$ cat config.mk
export PLATFORM = sky130hd
export DESIGN_NAME = nps_host
export DESIGN_NICKNAME = d
export VERILOG_FILES = /design/src/verilog/nps_pkg.sv /design/src/verilog/nps_host.sv /design/src/verilog/nps_pin_cycle.sv
export SDC_FILE = /design/constraint.sdc
export NUM_CORES = 1
export LEC_CHECK = 0
export ABC_AREA = 1
export BUFFER_PORTS_ARGS = -buffer_cell sky130_fd_sc_hd__clkbuf_2
export CORE_ASPECT_RATIO = 0.9
export CORE_MARGIN = 2
export CORE_UTILIZATION = 40
export CTS_BUF_LIST = sky130_fd_sc_hd__clkbuf_4 sky130_fd_sc_hd__clkbuf_8
export CTS_CLUSTER_SIZE = 12
export DETAILED_ROUTE_END_ITERATION = 10
export MAX_ROUTING_LAYER = met4
export SYNTH_ARGS = -nofsm -noshare
export SYNTH_HDL_FRONTEND = slang
export SYNTH_HIERARCHICAL = 1
export SYNTH_SLANG_ARGS = --single-unit
$ cat constraint.sdc
create_clock -name sys_clk -period 5.4 [get_ports sys_clk]
set_clock_uncertainty 0.15 [all_clocks]
set_input_delay 1.08 -clock sys_clk [delete_from_list [all_inputs] [get_ports sys_clk]]
set_output_delay 1.08 -clock sys_clk [all_outputs]
set_load 0.01 [all_outputs]
$ cat src/verilog/nps_pkg.sv
// Functional notes
// After address and data, send 10h so the device programs the page.
// Command 85h plus two address cycles sets a new column for data.
// Column change may repeat freely within one page before 10h.
// Erase is 60h, block address cycles, then D0h immediately after.
// Once erase starts, wait for ready without further action.
// Copy-back read 00h, address, 35h loads the whole page internally.
// After copy-back read busy, check status before copy-back program.
// Copy-back program is 85h with destination address, then 10h.
// Random data input 85h may change bytes before the 10h confirm.
// After 70h the device returns status on every read strobe.
// Status bits 6 and 7 show ready as 1, busy as 0.
// Status bit 1 shows fail as 1 after program or erase.
// Pass/fail bit counts only once the device is ready.
// Status bit 4 flags rewrite advised after read, else 0.
// Status bit 8 is 0 when write-protected, 1 otherwise.
// Status command is allowed while a read is busy.
// ID read returns five bytes in fixed order.
// ID byte 3 bits 2..1 chip count, bits 4..3 cell type.
// ID byte 4 page size, block size and width fields.
// Ready/busy is low during operations, high when done.
// While busy, issue only status read or reset.
// Full address is two column cycles then two page cycles.
// Protect input low aborts and inhibits program and erase.
// Each data byte goes to the current column, which then advances.
package nps_pkg;
	localparam int SYS_CLK_PERIOD_NS = 10;
	localparam int T_STROBE_NS       = 25;
	localparam int STROBE_CYC        = (T_STROBE_NS + SYS_CLK_PERIOD_NS - 1) / SYS_CLK_PERIOD_NS;
	localparam int T_WB_NS           = 100;
	localparam int WB_WAIT_CYC       = (T_WB_NS + SYS_CLK_PERIOD_NS - 1) / SYS_CLK_PERIOD_NS;

	localparam logic [7:0] REG_CMD    = 8'h00;
	localparam logic [7:0] REG_ADDR   = 8'h04;
	localparam logic [7:0] REG_DATA   = 8'h08;
	localparam logic [7:0] REG_STATUS = 8'h0C;
	localparam logic [7:0] REG_ID0    = 8'h10;
	localparam logic [7:0] REG_ID1    = 8'h14;
	localparam logic [7:0] REG_CFG    = 8'h18;

	localparam logic [31:0] ADDR_RESET = 32'h0000_0000;
	localparam logic [31:0] CFG_RESET  = 32'h0000_0000;
	localparam int          CFG_WREN_BIT = 0;

	localparam logic [7:0] CMD_READ      = 8'h00;
	localparam logic [7:0] CMD_CONFIRM   = 8'h10;
	localparam logic [7:0] CMD_COPY_RD   = 8'h35;
	localparam logic [7:0] CMD_ERASE     = 8'h60;
	localparam logic [7:0] CMD_STATUS    = 8'h70;
	localparam logic [7:0] CMD_SERIAL_IN = 8'h80;
	localparam logic [7:0] CMD_COL_CHG   = 8'h85;
	localparam logic [7:0] CMD_ID        = 8'h90;
	localparam logic [7:0] CMD_ERASE_GO  = 8'hD0;
	localparam logic [7:0] CMD_RESET     = 8'hFF;

	typedef enum logic [1:0] {
		PK_CMD  = 2'b00,
		PK_ADDR = 2'b01,
		PK_DWR  = 2'b10,
		PK_DRD  = 2'b11
	} nps_kind_t;

	typedef enum logic [3:0] {
		OP_PROG_SETUP = 4'h0,
		OP_COL_CHANGE = 4'h1,
		OP_DATA_WR    = 4'h2,
		OP_PROG_CONF  = 4'h3,
		OP_ERASE      = 4'h4,
		OP_COPY_READ  = 4'h5,
		OP_COPY_DEST  = 4'h6,
		OP_ID_READ    = 4'h7,
		OP_STATUS     = 4'h8,
		OP_STATUS_RD  = 4'h9,
		OP_DATA_RD    = 4'hA,
		OP_RESET      = 4'hB
	} nps_op_t;
endpackage
$ cat src/verilog/nps_host.sv
`timescale 1ns/1ps
`default_nettype none
module nps_host #(
	parameter int STROBE_CYC  = nps_pkg::STROBE_CYC,
	parameter int WB_WAIT_CYC = nps_pkg::WB_WAIT_CYC
) (
	// Clock and reset
	input  wire logic        sys_clk,
	input  wire logic        srst,
	// Wishbone slave
	input  wire logic        wb_cyc_i,
	input  wire logic        wb_stb_i,
	input  wire logic        wb_we_i,
	input  wire logic [7:0]  wb_adr_i,
	input  wire logic [3:0]  wb_sel_i,
	input  wire logic [31:0] wb_dat_i,
	output logic [31:0]      wb_dat_o,
	output logic             wb_ack_o,
	// Flash pins
	output logic             nand_ce_n,
	output logic             nand_cle,
	output logic             nand_ale,
	output logic             nand_we_n,
	output logic             nand_re_n,
	output logic             nand_wp_n,
	output logic [7:0]       nand_io_o,
	output logic             nand_io_oe,
	input  wire logic [7:0]  nand_io_i,
	input  wire logic        ready_busy_out
);
	typedef enum logic [1:0] {
		ST_IDLE      = 2'b00,
		ST_ISSUE     = 2'b01,
		ST_WAIT_LOW  = 2'b10,
		ST_WAIT_HIGH = 2'b11
	} nps_st_t;

	initial begin
		if (WB_WAIT_CYC < 1 || WB_WAIT_CYC > 255) begin
			$error("WB_WAIT_CYC out of range");
		end
	end

	// Returns {last, kind, byte} for one pin cycle of an operation
	function automatic logic [10:0] nps_step(input nps_pkg::nps_op_t op,
		input logic [2:0] idx, input logic [31:0] adr, input logic [7:0] dat);
		logic [7:0] cl;
		logic [7:0] ch;
		logic [7:0] pl;
		logic [7:0] ph;
		logic [10:0] s;
		cl = adr[7:0];
		ch = {4'h0, adr[11:8]};
		pl = adr[23:16];
		ph = adr[31:24];
		s = {1'b1, nps_pkg::PK_DRD, 8'h00};
		unique case (op)
			nps_pkg::OP_PROG_SETUP, nps_pkg::OP_COPY_DEST, nps_pkg::OP_COPY_READ: begin
				unique case (idx)
					3'd0: s = {1'b0, nps_pkg::PK_CMD, (op == nps_pkg::OP_PROG_SETUP)
						? nps_pkg::CMD_SERIAL_IN : (op == nps_pkg::OP_COPY_DEST)
						? nps_pkg::CMD_COL_CHG : nps_pkg::CMD_READ};
					3'd1: s = {1'b0, nps_pkg::PK_ADDR, cl};
					3'd2: s = {1'b0, nps_pkg::PK_ADDR, ch};
					3'd3: s = {1'b0, nps_pkg::PK_ADDR, pl};
					3'd4: s = {op != nps_pkg::OP_COPY_READ, nps_pkg::PK_ADDR, ph};
					default: s = {1'b1, nps_pkg::PK_CMD, nps_pkg::CMD_COPY_RD};
				endcase
			end
			nps_pkg::OP_COL_CHANGE: begin
				unique case (idx)
					3'd0: s = {1'b0, nps_pkg::PK_CMD, nps_pkg::CMD_COL_CHG};
					3'd1: s = {1'b0, nps_pkg::PK_ADDR, cl};
					default: s = {1'b1, nps_pkg::PK_ADDR, ch};
				endcase
			end
			nps_pkg::OP_DATA_WR: s = {1'b1, nps_pkg::PK_DWR, dat};
			nps_pkg::OP_PROG_CONF: s = {1'b1, nps_pkg::PK_CMD, nps_pkg::CMD_CONFIRM};
			nps_pkg::OP_ERASE: begin
				unique case (idx)
					3'd0: s = {1'b0, nps_pkg::PK_CMD, nps_pkg::CMD_ERASE};
					3'd1: s = {1'b0, nps_pkg::PK_ADDR, pl};
					3'd2: s = {1'b0, nps_pkg::PK_ADDR, ph};
					default: s = {1'b1, nps_pkg::PK_CMD, nps_pkg::CMD_ERASE_GO};
				endcase
			end
			nps_pkg::OP_ID_READ: begin
				unique case (idx)
					3'd0: s = {1'b0, nps_pkg::PK_CMD, nps_pkg::CMD_ID};
					3'd1: s = {1'b0, nps_pkg::PK_ADDR, 8'h00};
					default: s = {idx == 3'd6, nps_pkg::PK_DRD, 8'h00};
				endcase
			end
			nps_pkg::OP_STATUS: begin
				if (idx == 3'd0) begin
					s = {1'b0, nps_pkg::PK_CMD, nps_pkg::CMD_STATUS};
				end
			end
			nps_pkg::OP_RESET: s = {1'b1, nps_pkg::PK_CMD, nps_pkg::CMD_RESET};
			default: s = {1'b1, nps_pkg::PK_DRD, 8'h00};
		endcase
		return s;
	endfunction

	function automatic logic [31:0] nps_merge(input logic [31:0] old,
		input logic [31:0] nw, input logic [3:0] sel);
		logic [31:0] r;
		r = old;
		for (int b = 0; b < 4; b++) begin
			if (sel[b]) r[8*b +: 8] = nw[8*b +: 8];
		end
		return r;
	endfunction

	nps_st_t          st_q;
	nps_pkg::nps_op_t op_q;
	logic [2:0]       idx_q;
	logic             launch_q;
	logic [7:0]       wait_q;
	logic [31:0]      addr_q;
	logic [31:0]      cfg_q;
	logic [7:0]       data_q;
	logic [7:0]       stat_q;
	logic [7:0]       id_q [5];
	logic             refused_q;
	logic             wr_fire;
	logic             cmd_fire;
	logic             cmd_ok;
	logic [10:0]      step;
	logic             pc_start;
	logic             pc_done;
	logic [7:0]       pc_rd;
	logic             last_done;
	logic             needs_wait;
	logic [31:0]      status_word;
	logic [31:0]      rd_mux;

	assign wr_fire  = wb_cyc_i && wb_stb_i && wb_ack_o && wb_we_i;
	assign cmd_fire = wr_fire && wb_adr_i == nps_pkg::REG_CMD && wb_sel_i[0];
	// Only status and reset may go out while the device reports busy
	assign cmd_ok = wb_dat_i[3:0] <= nps_pkg::OP_RESET && (ready_busy_out
		|| wb_dat_i[3:0] == nps_pkg::OP_STATUS || wb_dat_i[3:0] == nps_pkg::OP_STATUS_RD
		|| wb_dat_i[3:0] == nps_pkg::OP_RESET);
	assign step       = nps_step(op_q, idx_q, addr_q, data_q);
	assign pc_start   = (st_q == ST_ISSUE) && !launch_q;
	assign last_done  = pc_done && step[10];
	assign needs_wait = op_q == nps_pkg::OP_PROG_CONF || op_q == nps_pkg::OP_ERASE
		|| op_q == nps_pkg::OP_COPY_READ || op_q == nps_pkg::OP_RESET;
	assign nand_ce_n  = (st_q == ST_IDLE);
	assign nand_wp_n  = cfg_q[nps_pkg::CFG_WREN_BIT];

	nps_pin_cycle #(
		.STROBE_CYC(STROBE_CYC)
	) u_pin (
		.sys_clk(sys_clk),
		.srst   (srst),
		.start  (pc_start),
		.kind   (step[9:8]),
		.wr_byte(step[7:0]),
		.done   (pc_done),
		.rd_byte(pc_rd),
		.cle    (nand_cle),
		.ale    (nand_ale),
		.we_n   (nand_we_n),
		.re_n   (nand_re_n),
		.io_o   (nand_io_o),
		.io_oe  (nand_io_oe),
		.io_i   (nand_io_i)
	);

	always_ff @(posedge sys_clk) begin
		if (srst) begin
			st_q     <= ST_IDLE;
			op_q     <= nps_pkg::OP_STATUS;
			idx_q    <= 3'd0;
			launch_q <= 1'b0;
			wait_q   <= 8'h00;
		end else begin
			if (pc_start) launch_q <= 1'b1;
			if (pc_done) launch_q <= 1'b0;
			unique case (st_q)
				ST_IDLE: begin
					if (cmd_fire && cmd_ok) begin
						op_q  <= nps_pkg::nps_op_t'(wb_dat_i[3:0]);
						idx_q <= 3'd0;
						st_q  <= ST_ISSUE;
					end
				end
				ST_ISSUE: begin
					if (pc_done) begin
						idx_q <= idx_q + 3'd1;
						if (step[10]) begin
							st_q <= needs_wait ? ST_WAIT_LOW : ST_IDLE;
						end
					end
					wait_q <= 8'h00;
				end
				ST_WAIT_LOW: begin
					// Busy may show late or be too short to see
					wait_q <= wait_q + 8'h01;
					if (!ready_busy_out || wait_q == 8'(WB_WAIT_CYC - 1)) begin
						st_q <= ST_WAIT_HIGH;
					end
				end
				ST_WAIT_HIGH: begin
					if (ready_busy_out) begin
						op_q  <= nps_pkg::OP_STATUS;
						idx_q <= 3'd0;
						st_q  <= ST_ISSUE;
					end
				end
			endcase
		end
	end

	// Column tracks the device's own counter across data bytes
	always_ff @(posedge sys_clk) begin
		if (srst) begin
			addr_q <= nps_pkg::ADDR_RESET;
		end else if (wr_fire && wb_adr_i == nps_pkg::REG_ADDR) begin
			addr_q <= nps_merge(addr_q, wb_dat_i, wb_sel_i);
		end else if (pc_done && (op_q == nps_pkg::OP_DATA_WR || op_q == nps_pkg::OP_DATA_RD)) begin
			addr_q[11:0] <= addr_q[11:0] + 12'h001;
		end
	end

	always_ff @(posedge sys_clk) begin
		if (srst) begin
			cfg_q <= nps_pkg::CFG_RESET;
		end else if (wr_fire && wb_adr_i == nps_pkg::REG_CFG) begin
			cfg_q <= nps_merge(cfg_q, wb_dat_i, wb_sel_i);
		end
	end

	always_ff @(posedge sys_clk) begin
		if (srst) begin
			data_q <= 8'h00;
		end else if (last_done && op_q == nps_pkg::OP_DATA_RD) begin
			data_q <= pc_rd;
		end else if (wr_fire && wb_adr_i == nps_pkg::REG_DATA && wb_sel_i[0]) begin
			data_q <= wb_dat_i[7:0];
		end
	end

	always_ff @(posedge sys_clk) begin
		if (srst) begin
			stat_q <= 8'h00;
		end else if (last_done && (op_q == nps_pkg::OP_STATUS || op_q == nps_pkg::OP_STATUS_RD)) begin
			stat_q <= pc_rd;
		end
	end

	always_ff @(posedge sys_clk) begin
		if (srst) begin
			for (int i = 0; i < 5; i++) id_q[i] <= 8'h00;
		end else if (pc_done && op_q == nps_pkg::OP_ID_READ && idx_q >= 3'd2) begin
			id_q[idx_q - 3'd2] <= pc_rd;
		end
	end

	// A new refusal wins over a software clear in the same cycle
	always_ff @(posedge sys_clk) begin
		if (srst) begin
			refused_q <= 1'b0;
		end else if (cmd_fire && (st_q != ST_IDLE || !cmd_ok)) begin
			refused_q <= 1'b1;
		end else if (wr_fire && wb_adr_i == nps_pkg::REG_STATUS && wb_dat_i[2]) begin
			refused_q <= 1'b0;
		end
	end

	assign status_word = {16'h0000, stat_q, 1'b0,
		stat_q[6] & stat_q[5],
		!stat_q[7],
		stat_q[3],
		stat_q[0] & stat_q[6],
		refused_q, ready_busy_out, st_q != ST_IDLE};

	always_comb begin
		unique case (wb_adr_i)
			nps_pkg::REG_ADDR:   rd_mux = addr_q;
			nps_pkg::REG_DATA:   rd_mux = {24'h000000, data_q};
			nps_pkg::REG_STATUS: rd_mux = status_word;
			nps_pkg::REG_ID0:    rd_mux = {id_q[3], id_q[2], id_q[1], id_q[0]};
			nps_pkg::REG_ID1:    rd_mux = {15'h0000, id_q[3][6], id_q[3][5:4], id_q[3][1:0],
				id_q[2][3:2], id_q[2][1:0], id_q[4]};
			nps_pkg::REG_CFG:    rd_mux = cfg_q;
			default:             rd_mux = 32'h0000_0000;
		endcase
	end

	always_ff @(posedge sys_clk) begin
		if (srst) begin
			wb_ack_o <= 1'b0;
			wb_dat_o <= 32'h0000_0000;
		end else begin
			wb_ack_o <= wb_cyc_i && wb_stb_i && !wb_ack_o;
			wb_dat_o <= rd_mux;
		end
	end

	a_erase_pair: assert property (@(posedge sys_clk) disable iff (srst)
		pc_start && step[7:0] == nps_pkg::CMD_ERASE_GO && step[9:8] == nps_pkg::PK_CMD
		|-> op_q == nps_pkg::OP_ERASE && idx_q == 3'd3)
		else $error("erase start out of sequence");

	a_confirm_wait: assert property (@(posedge sys_clk) disable iff (srst)
		st_q == ST_ISSUE && last_done && op_q == nps_pkg::OP_PROG_CONF
		|=> st_q == ST_WAIT_LOW)
		else $error("confirm not followed by busy wait");

	a_busy_only_status: assert property (@(posedge sys_clk) disable iff (srst)
		pc_start && step[9:8] == nps_pkg::PK_CMD && !ready_busy_out && st_q == ST_ISSUE
		&& idx_q == 3'd0 |-> step[7:0] == nps_pkg::CMD_STATUS || step[7:0] == nps_pkg::CMD_RESET
		|| op_q != nps_pkg::OP_STATUS && op_q != nps_pkg::OP_RESET && $past(st_q) == ST_ISSUE)
		else $error("command sent while busy");

	a_col_advance: assert property (@(posedge sys_clk) disable iff (srst)
		pc_done && op_q == nps_pkg::OP_DATA_WR && !wr_fire
		|=> addr_q[11:0] == $past(addr_q[11:0]) + 12'h001)
		else $error("column did not advance");

	a_id_order: assert property (@(posedge sys_clk) disable iff (srst)
		pc_done && op_q == nps_pkg::OP_ID_READ && idx_q == 3'd2 |=> id_q[0] == $past(pc_rd))
		else $error("first id byte misplaced");

	a_busy_hold: assert property (@(posedge sys_clk) disable iff (srst)
		st_q == ST_WAIT_HIGH && !ready_busy_out |=> st_q == ST_WAIT_HIGH)
		else $error("left busy wait early");

	a_status_after: assert property (@(posedge sys_clk) disable iff (srst)
		st_q == ST_WAIT_HIGH && ready_busy_out
		|=> op_q == nps_pkg::OP_STATUS && st_q == ST_ISSUE ##[1:40] pc_start)
		else $error("no status read after ready");

	a_copy_dest: assert property (@(posedge sys_clk) disable iff (srst)
		pc_start && op_q == nps_pkg::OP_COPY_DEST && idx_q == 3'd0
		|-> step[7:0] == nps_pkg::CMD_COL_CHG && step[9:8] == nps_pkg::PK_CMD)
		else $error("copy destination without 85h");

	a_addr_count: assert property (@(posedge sys_clk) disable iff (srst)
		last_done && op_q == nps_pkg::OP_PROG_SETUP |-> idx_q == 3'd4)
		else $error("address not four cycles");
endmodule
`default_nettype wire

$ cat src/verilog/nps_pin_cycle.sv
`timescale 1ns/1ps
`default_nettype none
module nps_pin_cycle #(
	parameter int STROBE_CYC = nps_pkg::STROBE_CYC
) (
	// Clock and reset
	input  wire logic       sys_clk,
	input  wire logic       srst,
	// Request
	input  wire logic       start,
	input  wire logic [1:0] kind,
	input  wire logic [7:0] wr_byte,
	output logic            done,
	output logic [7:0]      rd_byte,
	// Flash pins
	output logic            cle,
	output logic            ale,
	output logic            we_n,
	output logic            re_n,
	output logic [7:0]      io_o,
	output logic            io_oe,
	input  wire logic [7:0] io_i
);
	typedef enum logic [1:0] {
		PC_IDLE  = 2'b00,
		PC_SETUP = 2'b01,
		PC_LOW   = 2'b10,
		PC_HIGH  = 2'b11
	} nps_pc_t;

	initial begin
		if (STROBE_CYC < 1 || STROBE_CYC > 255) begin
			$error("STROBE_CYC out of range");
		end
	end

	nps_pc_t    st_q;
	logic [7:0] cnt_q;
	logic [1:0] kind_q;
	logic       cnt_end;

	assign cnt_end = (cnt_q == 8'(STROBE_CYC - 1));
	assign done    = (st_q == PC_HIGH) && cnt_end;

	always_ff @(posedge sys_clk) begin
		if (srst) begin
			st_q  <= PC_IDLE;
			cnt_q <= 8'h00;
		end else begin
			cnt_q <= cnt_end ? 8'h00 : cnt_q + 8'h01;
			unique case (st_q)
				PC_IDLE: begin
					cnt_q <= 8'h00;
					if (start) begin
						st_q <= PC_SETUP;
					end
				end
				PC_SETUP: if (cnt_end) st_q <= PC_LOW;
				PC_LOW:   if (cnt_end) st_q <= PC_HIGH;
				PC_HIGH:  if (cnt_end) st_q <= PC_IDLE;
			endcase
		end
	end

	// Latches and data stay put through the high phase for hold time
	always_ff @(posedge sys_clk) begin
		if (srst) begin
			kind_q <= 2'b00;
			io_o   <= 8'h00;
			cle    <= 1'b0;
			ale    <= 1'b0;
			io_oe  <= 1'b0;
		end else if (st_q == PC_IDLE && start) begin
			kind_q <= kind;
			io_o   <= wr_byte;
			cle    <= (kind == nps_pkg::PK_CMD);
			ale    <= (kind == nps_pkg::PK_ADDR);
			io_oe  <= (kind != nps_pkg::PK_DRD);
		end else if (done) begin
			cle   <= 1'b0;
			ale   <= 1'b0;
			io_oe <= 1'b0;
		end
	end

	always_ff @(posedge sys_clk) begin
		if (srst) begin
			we_n <= 1'b1;
			re_n <= 1'b1;
		end else begin
			we_n <= !((st_q == PC_SETUP && cnt_end) || (st_q == PC_LOW && !cnt_end))
				|| (kind_q == nps_pkg::PK_DRD);
			re_n <= !((st_q == PC_SETUP && cnt_end) || (st_q == PC_LOW && !cnt_end))
				|| (kind_q != nps_pkg::PK_DRD);
		end
	end

	// Sampled at the end of the low phase, well past the access time
	always_ff @(posedge sys_clk) begin
		if (srst) begin
			rd_byte <= 8'h00;
		end else if (st_q == PC_LOW && cnt_end && kind_q == nps_pkg::PK_DRD) begin
			rd_byte <= io_i;
		end
	end

	a_read_no_drive: assert property (@(posedge sys_clk) disable iff (srst)
		!re_n |-> !io_oe)
		else $error("io driven while reading");

	a_one_strobe: assert property (@(posedge sys_clk) disable iff (srst)
		!(!we_n && !re_n))
		else $error("both strobes low");
endmodule
`default_nettype wire

==> impl_metrics.yaml, run 1 <==
outcome:
  outcome: "finished, final reports clean"
floorplan:
  dieArea_sq_um: 25900
  rows: 54
  core_sq_um: 24200
  die_w_um: 169
  chipHeight_um: 153
  start_util_pct: 40.7
  pin_count: 106
logic_synthesis:
  synth_top_area_share_pct: 33.5
  synth_most_common_cell: "nand2_1"
  netlist_instances: 1284
  ys_top_cells_by_area: "dfxtp_1 34%, edfxtp_1 12%, nand2_1 7.4%"
  yosysWarningCount: 6
  synth_ff_type: "dfxtp_1"
  ys_seq_area_share_pct: 45.7
  yosys.area.top_type: "dfxtp_1"
  synth_fp_nets: 1363
  ys_ff_latch: 205
  synth-edff-count: 40
  syn_area_per_cell_sq_um: 7.67
  ys_async_sr_fraction_pct: 0
  synth.distinct_cells: 51
  syn_area_sq_um: 9850
  yosys-top-cells-count: "194 x nand2_1, 190 x nor2_1, 165 x dfxtp_1"
grt:
  grt_pass1_vias: 8174
  grt_max_degree: 63
  overflow: 0
  antenna_found_initial: 0
  grt_usage_pct: 23.7
  grt_pass1_wl_um: 46200
clock_network:
  hold_buffers: 0
  clock_latency_ns: 0.54
  cts_made_buffers: 36
  root_buffer: "clkbuf_8"
  htree_levels: 2
  cts_tree: "built"
  cts_resized: 0
  post_cts_buffers: 0
  cts_max_path_buffers: 3
  cts_sinks: 205
  clk_pin_slew_ns: 0.05
route:
  route.detailed.drc: 0
  top_layer_used: "met4"
  met3_length_um: 2490
  drt-met1-wl_um: 14200
  viasPerCell: 5.27
  drtAntennaViolNets: 0
  vias: 9044
  wl_met2_um: 12500
  wire_per_inst_um: 17.5
  dr.pass1.iters: 5
  drtIter0Drc: 933
  drt_wl_total_um: 30000
power_and_ir_drop:
  p_sw_share_pct: 32.1
  switching_power_mw: 1.29
  p_leak_nw: 4.62
  pwr-share-seq_pct: 42.5
  p_per_area_nw_per_um2: 357
  power_mw: 4.02
  clock_power_share_pct: 36.7
  power_frac_comb_pct: 20.8
  peakVddDrop_mv: 0.190
  p_int_mw: 2.73
layout:
  layout.cells.non_filler: 1716
  drive_above_1_share_pct: 16.0
  fin_util_pct: 46.6
  fin_nets: 1464
  synthToLayoutAreaGrowth_pct: 14.4
  diodes: 0
timing:
  tightest_slew_ns: 0.973
  finalSetupViolations: 0
  min_period_ns: 3.52
  max_freq_mhz: 284
  period_share_pct: 65.2
  rsz0062_at_grt: "false"
  tns_ns: 0
  drv_slew: 0
  finalHoldViolCount: 0
  timing.hold.ws_ns: 0.275
  relSlewSlack_pct: 35.1
placement:
  port_buffers: 105
  routabilityCongestion: 0.932
  dp.cells: 1655
  dp_hpwl_um: 22100
worst_setup_path:
  slowest_stage: "nand2_2"
  crit_path_max_incr_delay_ns: 0.45
  start_kind: "input port"
  crit_buf_inv: 3
  path_cells: "clkbuf_2 -> nor2_4 -> nand2_1 -> nor2_2 -> nand2_2 -> inv_2 -> nand2_2 -> clkinv_2 -> nand2_1 -> o21ai_0 -> a21oi_1"
  crit_required_ns: 5.66
  arrival_ns: 3.78
  timing.rr.start: "idx_q[0]$_SDFFE_PP0P_"
  critPathLaunch: "wb_adr_i[1]"
  worstSetupPathType: "input port to flip-flop"
  crit_cells: 11
  path_delay_family: "simple AND/OR/NAND/NOR gates"
  worstPathMaxFanout: 22
  crit_path_end: "addr_q[30]$_SDFFE_PP0P_"
  reg2reg_to: "id_q[1][7]$_SDFFCE_PN0P_"
  regToRegSetupSlack_ns: 2.54
  r2r_cells: 8
  cp-end-kind: "flip-flop"
worst_hold_path:
  hp-start: "u_pin/kind_q[0]$_SDFFE_PP0P_"
  hold_path_class: "flip-flop to flip-flop"
job:
  maxCapViolCount: 0
## metrics by stage
stage	cell area [sq um]	setup WS (ns)
after floorplan	9850	2.86
final	11300	1.88
after global placement	10500	1.49
after detailed placement	10500	1.41
after global routing	11300	1.58
after CTS	11300	1.96
## layer usage
| metal | up-vias | global-route usage, % |
|---|---|---|
| met3 | 57 | 3.70 |
| met4 | 0 | 6.55 |
| met5 | - | - |
| met2 | 386 | 34.0 |
| li1 | 4484 | - |
| met1 | 4117 | 34.5 |
## how the worst min path moves through the flow
stage,endpoint,slack [ns],depth (start not counted)
after detailed placement,u_pin/re_n$_SDFF_PP1_,0.26,1
final,u_pin/re_n$_SDFF_PP1_,0.28,1
after global placement,u_pin/re_n$_SDFF_PP1_,0.27,1
after floorplan,u_pin/re_n$_SDFF_PP1_,0.24,1
after global routing,u_pin/re_n$_SDFF_PP1_,0.30,1
after CTS,u_pin/re_n$_SDFF_PP1_,0.28,1
## placed cells by master, fill, tap and decap left out, types with 40 or more instances in the layout
cell type	count
nand2_1	194
nor2_1	190
dfxtp_1	165
inv_1	157
o21ai_0	111
clkbuf_2	105
a21oi_1	96
nand3_1	60
clkbuf_8	40
edfxtp_1	40
## logic make-up after synthesis
logic type,count (synthesis),share of synthesized area (%)
XOR/XNOR,7,0.623
AND/OR/NAND/NOR,519,23.5
buffers and inverters,217,8.96
adder cells (fa/ha/maj),21,2.67
multiplexers,1,0.102
AO/OA/AOI/OAI,314,18.4
flip-flops,205,45.7
## worst reg2reg max path, delay by kind of cell, from the launching register on
family                     cells  cell delay (ns)
adders and majority gates      1             0.21
DFF                            1             0.38
buffers and inverters          2             0.23
AOI/OAI and AO/OA              1             0.25
and+or+nand+nor                4             1.31
## area by class of cell
class	instances	area [sq um]
fill	2508	12900
sequential	205	4500
multi-input combinational	862	4460
inverter	172	647
clock buffer	48	611
timing repair buffer	108	548
tap	308	385
clock inverter	13	111
## sequential cells by signal, indices dropped and copies added, names as in the netlist, 3 cells and up
register and count:
addr_q 32, cfg_q 32, data_q 8, id_q 40, idx_q 3, op_q 4
stat_q 8, u_pin/cnt_q 8, u_pin/io_o 8, u_pin/rd_byte 8, wait_q 8, wb_dat_o 32
## power by group through the flow
stage          clock network [mW]  logic [mW]  registers, mW
2_1_floorplan                   0       0.581           1.74
3_3_place_gp                    0       0.822           1.74
3_5_place_dp                    0       0.827           1.74
4_1_cts                      1.50       0.830           1.71
5_1_grt                      1.58       0.947           1.72
6_report                     1.48       0.837           1.71
(Power assumes the default switching activity.)
==> run 2, diff against run 1 <==
- ABC_AREA: 1 -> 0
- clock period: 5.4 -> 3.6 ns (I/O delays scaled with it)
==> impl_metrics.yaml, run 2 <==
outcome:
  outcome: "finished, final reports clean"
route:
  vias: 9019
  wire_per_inst_um: 19.3
  dr.pass1.iters: 6
  route.detailed.drc: 0
  drtAntennaViolNets: 0
  drt_wl_total_um: 30600
  drtIter0Drc: 1184
  viasPerCell: 5.68
placement:
  routabilityCongestion: 0.919
  dp_hpwl_um: 21700
  dp.cells: 1519
  port_buffers: 105
logic_synthesis:
  synth.distinct_cells: 70
  yosys-top-cells-count: "165 x dfxtp_1, 143 x nand2_1, 119 x a21oi_1"
  synth-edff-count: 40
  ys_ff_latch: 205
  syn_area_sq_um: 9950
  synth_ff_type: "dfxtp_1"
  yosysWarningCount: 6
  yosys.area.top_type: "dfxtp_1"
  ys_top_cells_by_area: "dfxtp_1 33%, edfxtp_1 12%, a21oi_1 6.0%"
  netlist_instances: 1149
  syn_area_per_cell_sq_um: 8.66
  synth_fp_nets: 1228
  synth_top_area_share_pct: 33.2
  synth_most_common_cell: "dfxtp_1"
  ys_seq_area_share_pct: 45.3
  ys_async_sr_fraction_pct: 0
floorplan:
  rows: 54
  die_w_um: 170
  start_util_pct: 40.9
  dieArea_sq_um: 26100
  core_sq_um: 24300
  chipHeight_um: 154
  pin_count: 106
worst_setup_path:
  crit_required_ns: 3.67
  timing.rr.start: "u_pin/cnt_q[1]$_SDFF_PP0_"
  worstPathMaxFanout: 9
  cp-end-kind: "flip-flop"
  start_kind: "flip-flop"
  worstSetupPathType: "flip-flop to flip-flop"
  critPathLaunch: "u_pin/cnt_q[1]$_SDFF_PP0_"
  arrival_ns: 3.06
clock_network:
  htree_levels: 2
  cts_tree: "built"
  cts_resized: 0
  cts_sinks: 205
  clock_latency_ns: 0.53
  clk_pin_slew_ns: 0.05
  root_buffer: "clkbuf_8"
  cts_made_buffers: 38
  cts_max_path_buffers: 3
  hold_buffers: 0
  post_cts_buffers: 0
power_and_ir_drop:
  p_per_area_nw_per_um2: 443
  p_leak_nw: 4.36
  peakVddDrop_mv: 0.278
  power_mw: 5.18
layout:
  layout_commonest_cell: "dfxtp_1"
  fin_util_pct: 48.0
  nFillCells: 2377
  largest_reg_flops: 40
  multi_input_area_sq_um: 5060
  diodes: 0
  synthToLayoutAreaGrowth_pct: 17.4
  seq_area_sq_um: 4500
  layout.cells.non_filler: 1587
  fin_nets: 1330
  drive_above_1_share_pct: 18.5
  layout_common_cells: "165 x dfxtp_1, 143 x nand2_1, 119 x a21oi_1"
  largest_register: "id_q"
timing:
  finalSetupViolations: 0
  relSlewSlack_pct: 47.2
  tightest_slew_ns: 0.785
  finalHoldViolCount: 0
  period_share_pct: 83.0
  rsz0062_at_grt: "false"
  drv_slew: 0
  tns_ns: 0
  max_freq_mhz: 335
  min_period_ns: 2.99
grt:
  grt_max_degree: 113
  overflow: 0
  antenna_found_initial: 0
  grt_pass1_wl_um: 48100
  grt_pass1_vias: 8596
  grt_usage_pct: 24.1
job:
  maxCapViolCount: 0
worst_hold_path:
  hold_path_class: "input port to flip-flop"
  hp-start: "wb_stb_i"
## run 2: cell count changes in the layout (fill, tap and decap cells not counted), moves of 38 or more
cell,previous run,this run
inv_1,157,18
o21ai_0,111,26
nor2_1,190,115
nand2_1,194,143
and2_1,0,47
mux2i_1,1,39
## run 2: logic make-up (layout without fill, tap and decap cells)
logic type               after synthesis  after routing  share of synthesized area, %
buffers and inverters                 99            229                          3.87
AND/OR/NAND/NOR                      481            481                          23.5
flip-flops                           205            205                          45.3
AO/OA/AOI/OAI                        284            284                          18.8
XOR/XNOR                              11             11                         0.969
adder cells (fa/ha/maj)               21             21                          2.64
multiplexers                          48             48                          4.94
## run 2: worst paths after layout
path                                    to  slack (ns)  cells past startpoint
setup reg to reg  id_q[4][2]$_SDFFCE_PN0P_        0.61                      9
hold / removal         wb_ack_o$_SDFF_PP0_        0.26                      3
hold reg to reg        wb_ack_o$_SDFF_PP0_        0.29                      1
setup / recovery  id_q[4][2]$_SDFFCE_PN0P_        0.61                      9
## run 2: area by class of cell
class | count | share of cell area [%]
clock buffer | 58 | 6.19
clock inverter | 10 | 0.868
timing repair buffer | 142 | 7.11
sequential | 205 | 38.6
inverter | 19 | 0.611
multi-input combinational | 845 | 43.4
tap | 308 | 3.30
## run 2: metrics by stage
stage | hold WS (ns) | area (sq um) | setup WS, ns
finish | 0.263 | 11700 | 0.612
detailed placement | 0.280 | 10900 | 0.393
floorplan | 0.283 | 9950 | 0.592
global route | 0.254 | 11700 | 0.346
global placement | 0.273 | 10900 | 0.460
CTS | 0.238 | 11700 | 0.573
## run 2: per-layer routing
metal | vias to the layer above | share of wire (%) | global-route usage, %
met5 | - | 0 | -
met4 | 0 | 2.2 | 7.57
met3 | 50 | 8.7 | 5.15
met2 | 392 | 43 | 34.5
met1 | 4239 | 46 | 33.8
li1 | 4338 | - | -
## run 2: where the power goes
part           switching [mW]  internal [mW]
Clock                    1.00           1.43
Combinational           0.217          0.120
Sequential             0.0304           2.38
Total                    1.25           3.93
## run 2: worst max-delay path, cell delays in order, from the launching register on
cell	delay [ns]
dfxtp_1	0.39
ha_1	0.19
nor4b_4	0.25
and3_1	0.40
inv_1	0.15
nor4_1	0.36
nand2_1	0.15
nor3_1	0.17
buf_4	0.21
or2_2	0.25
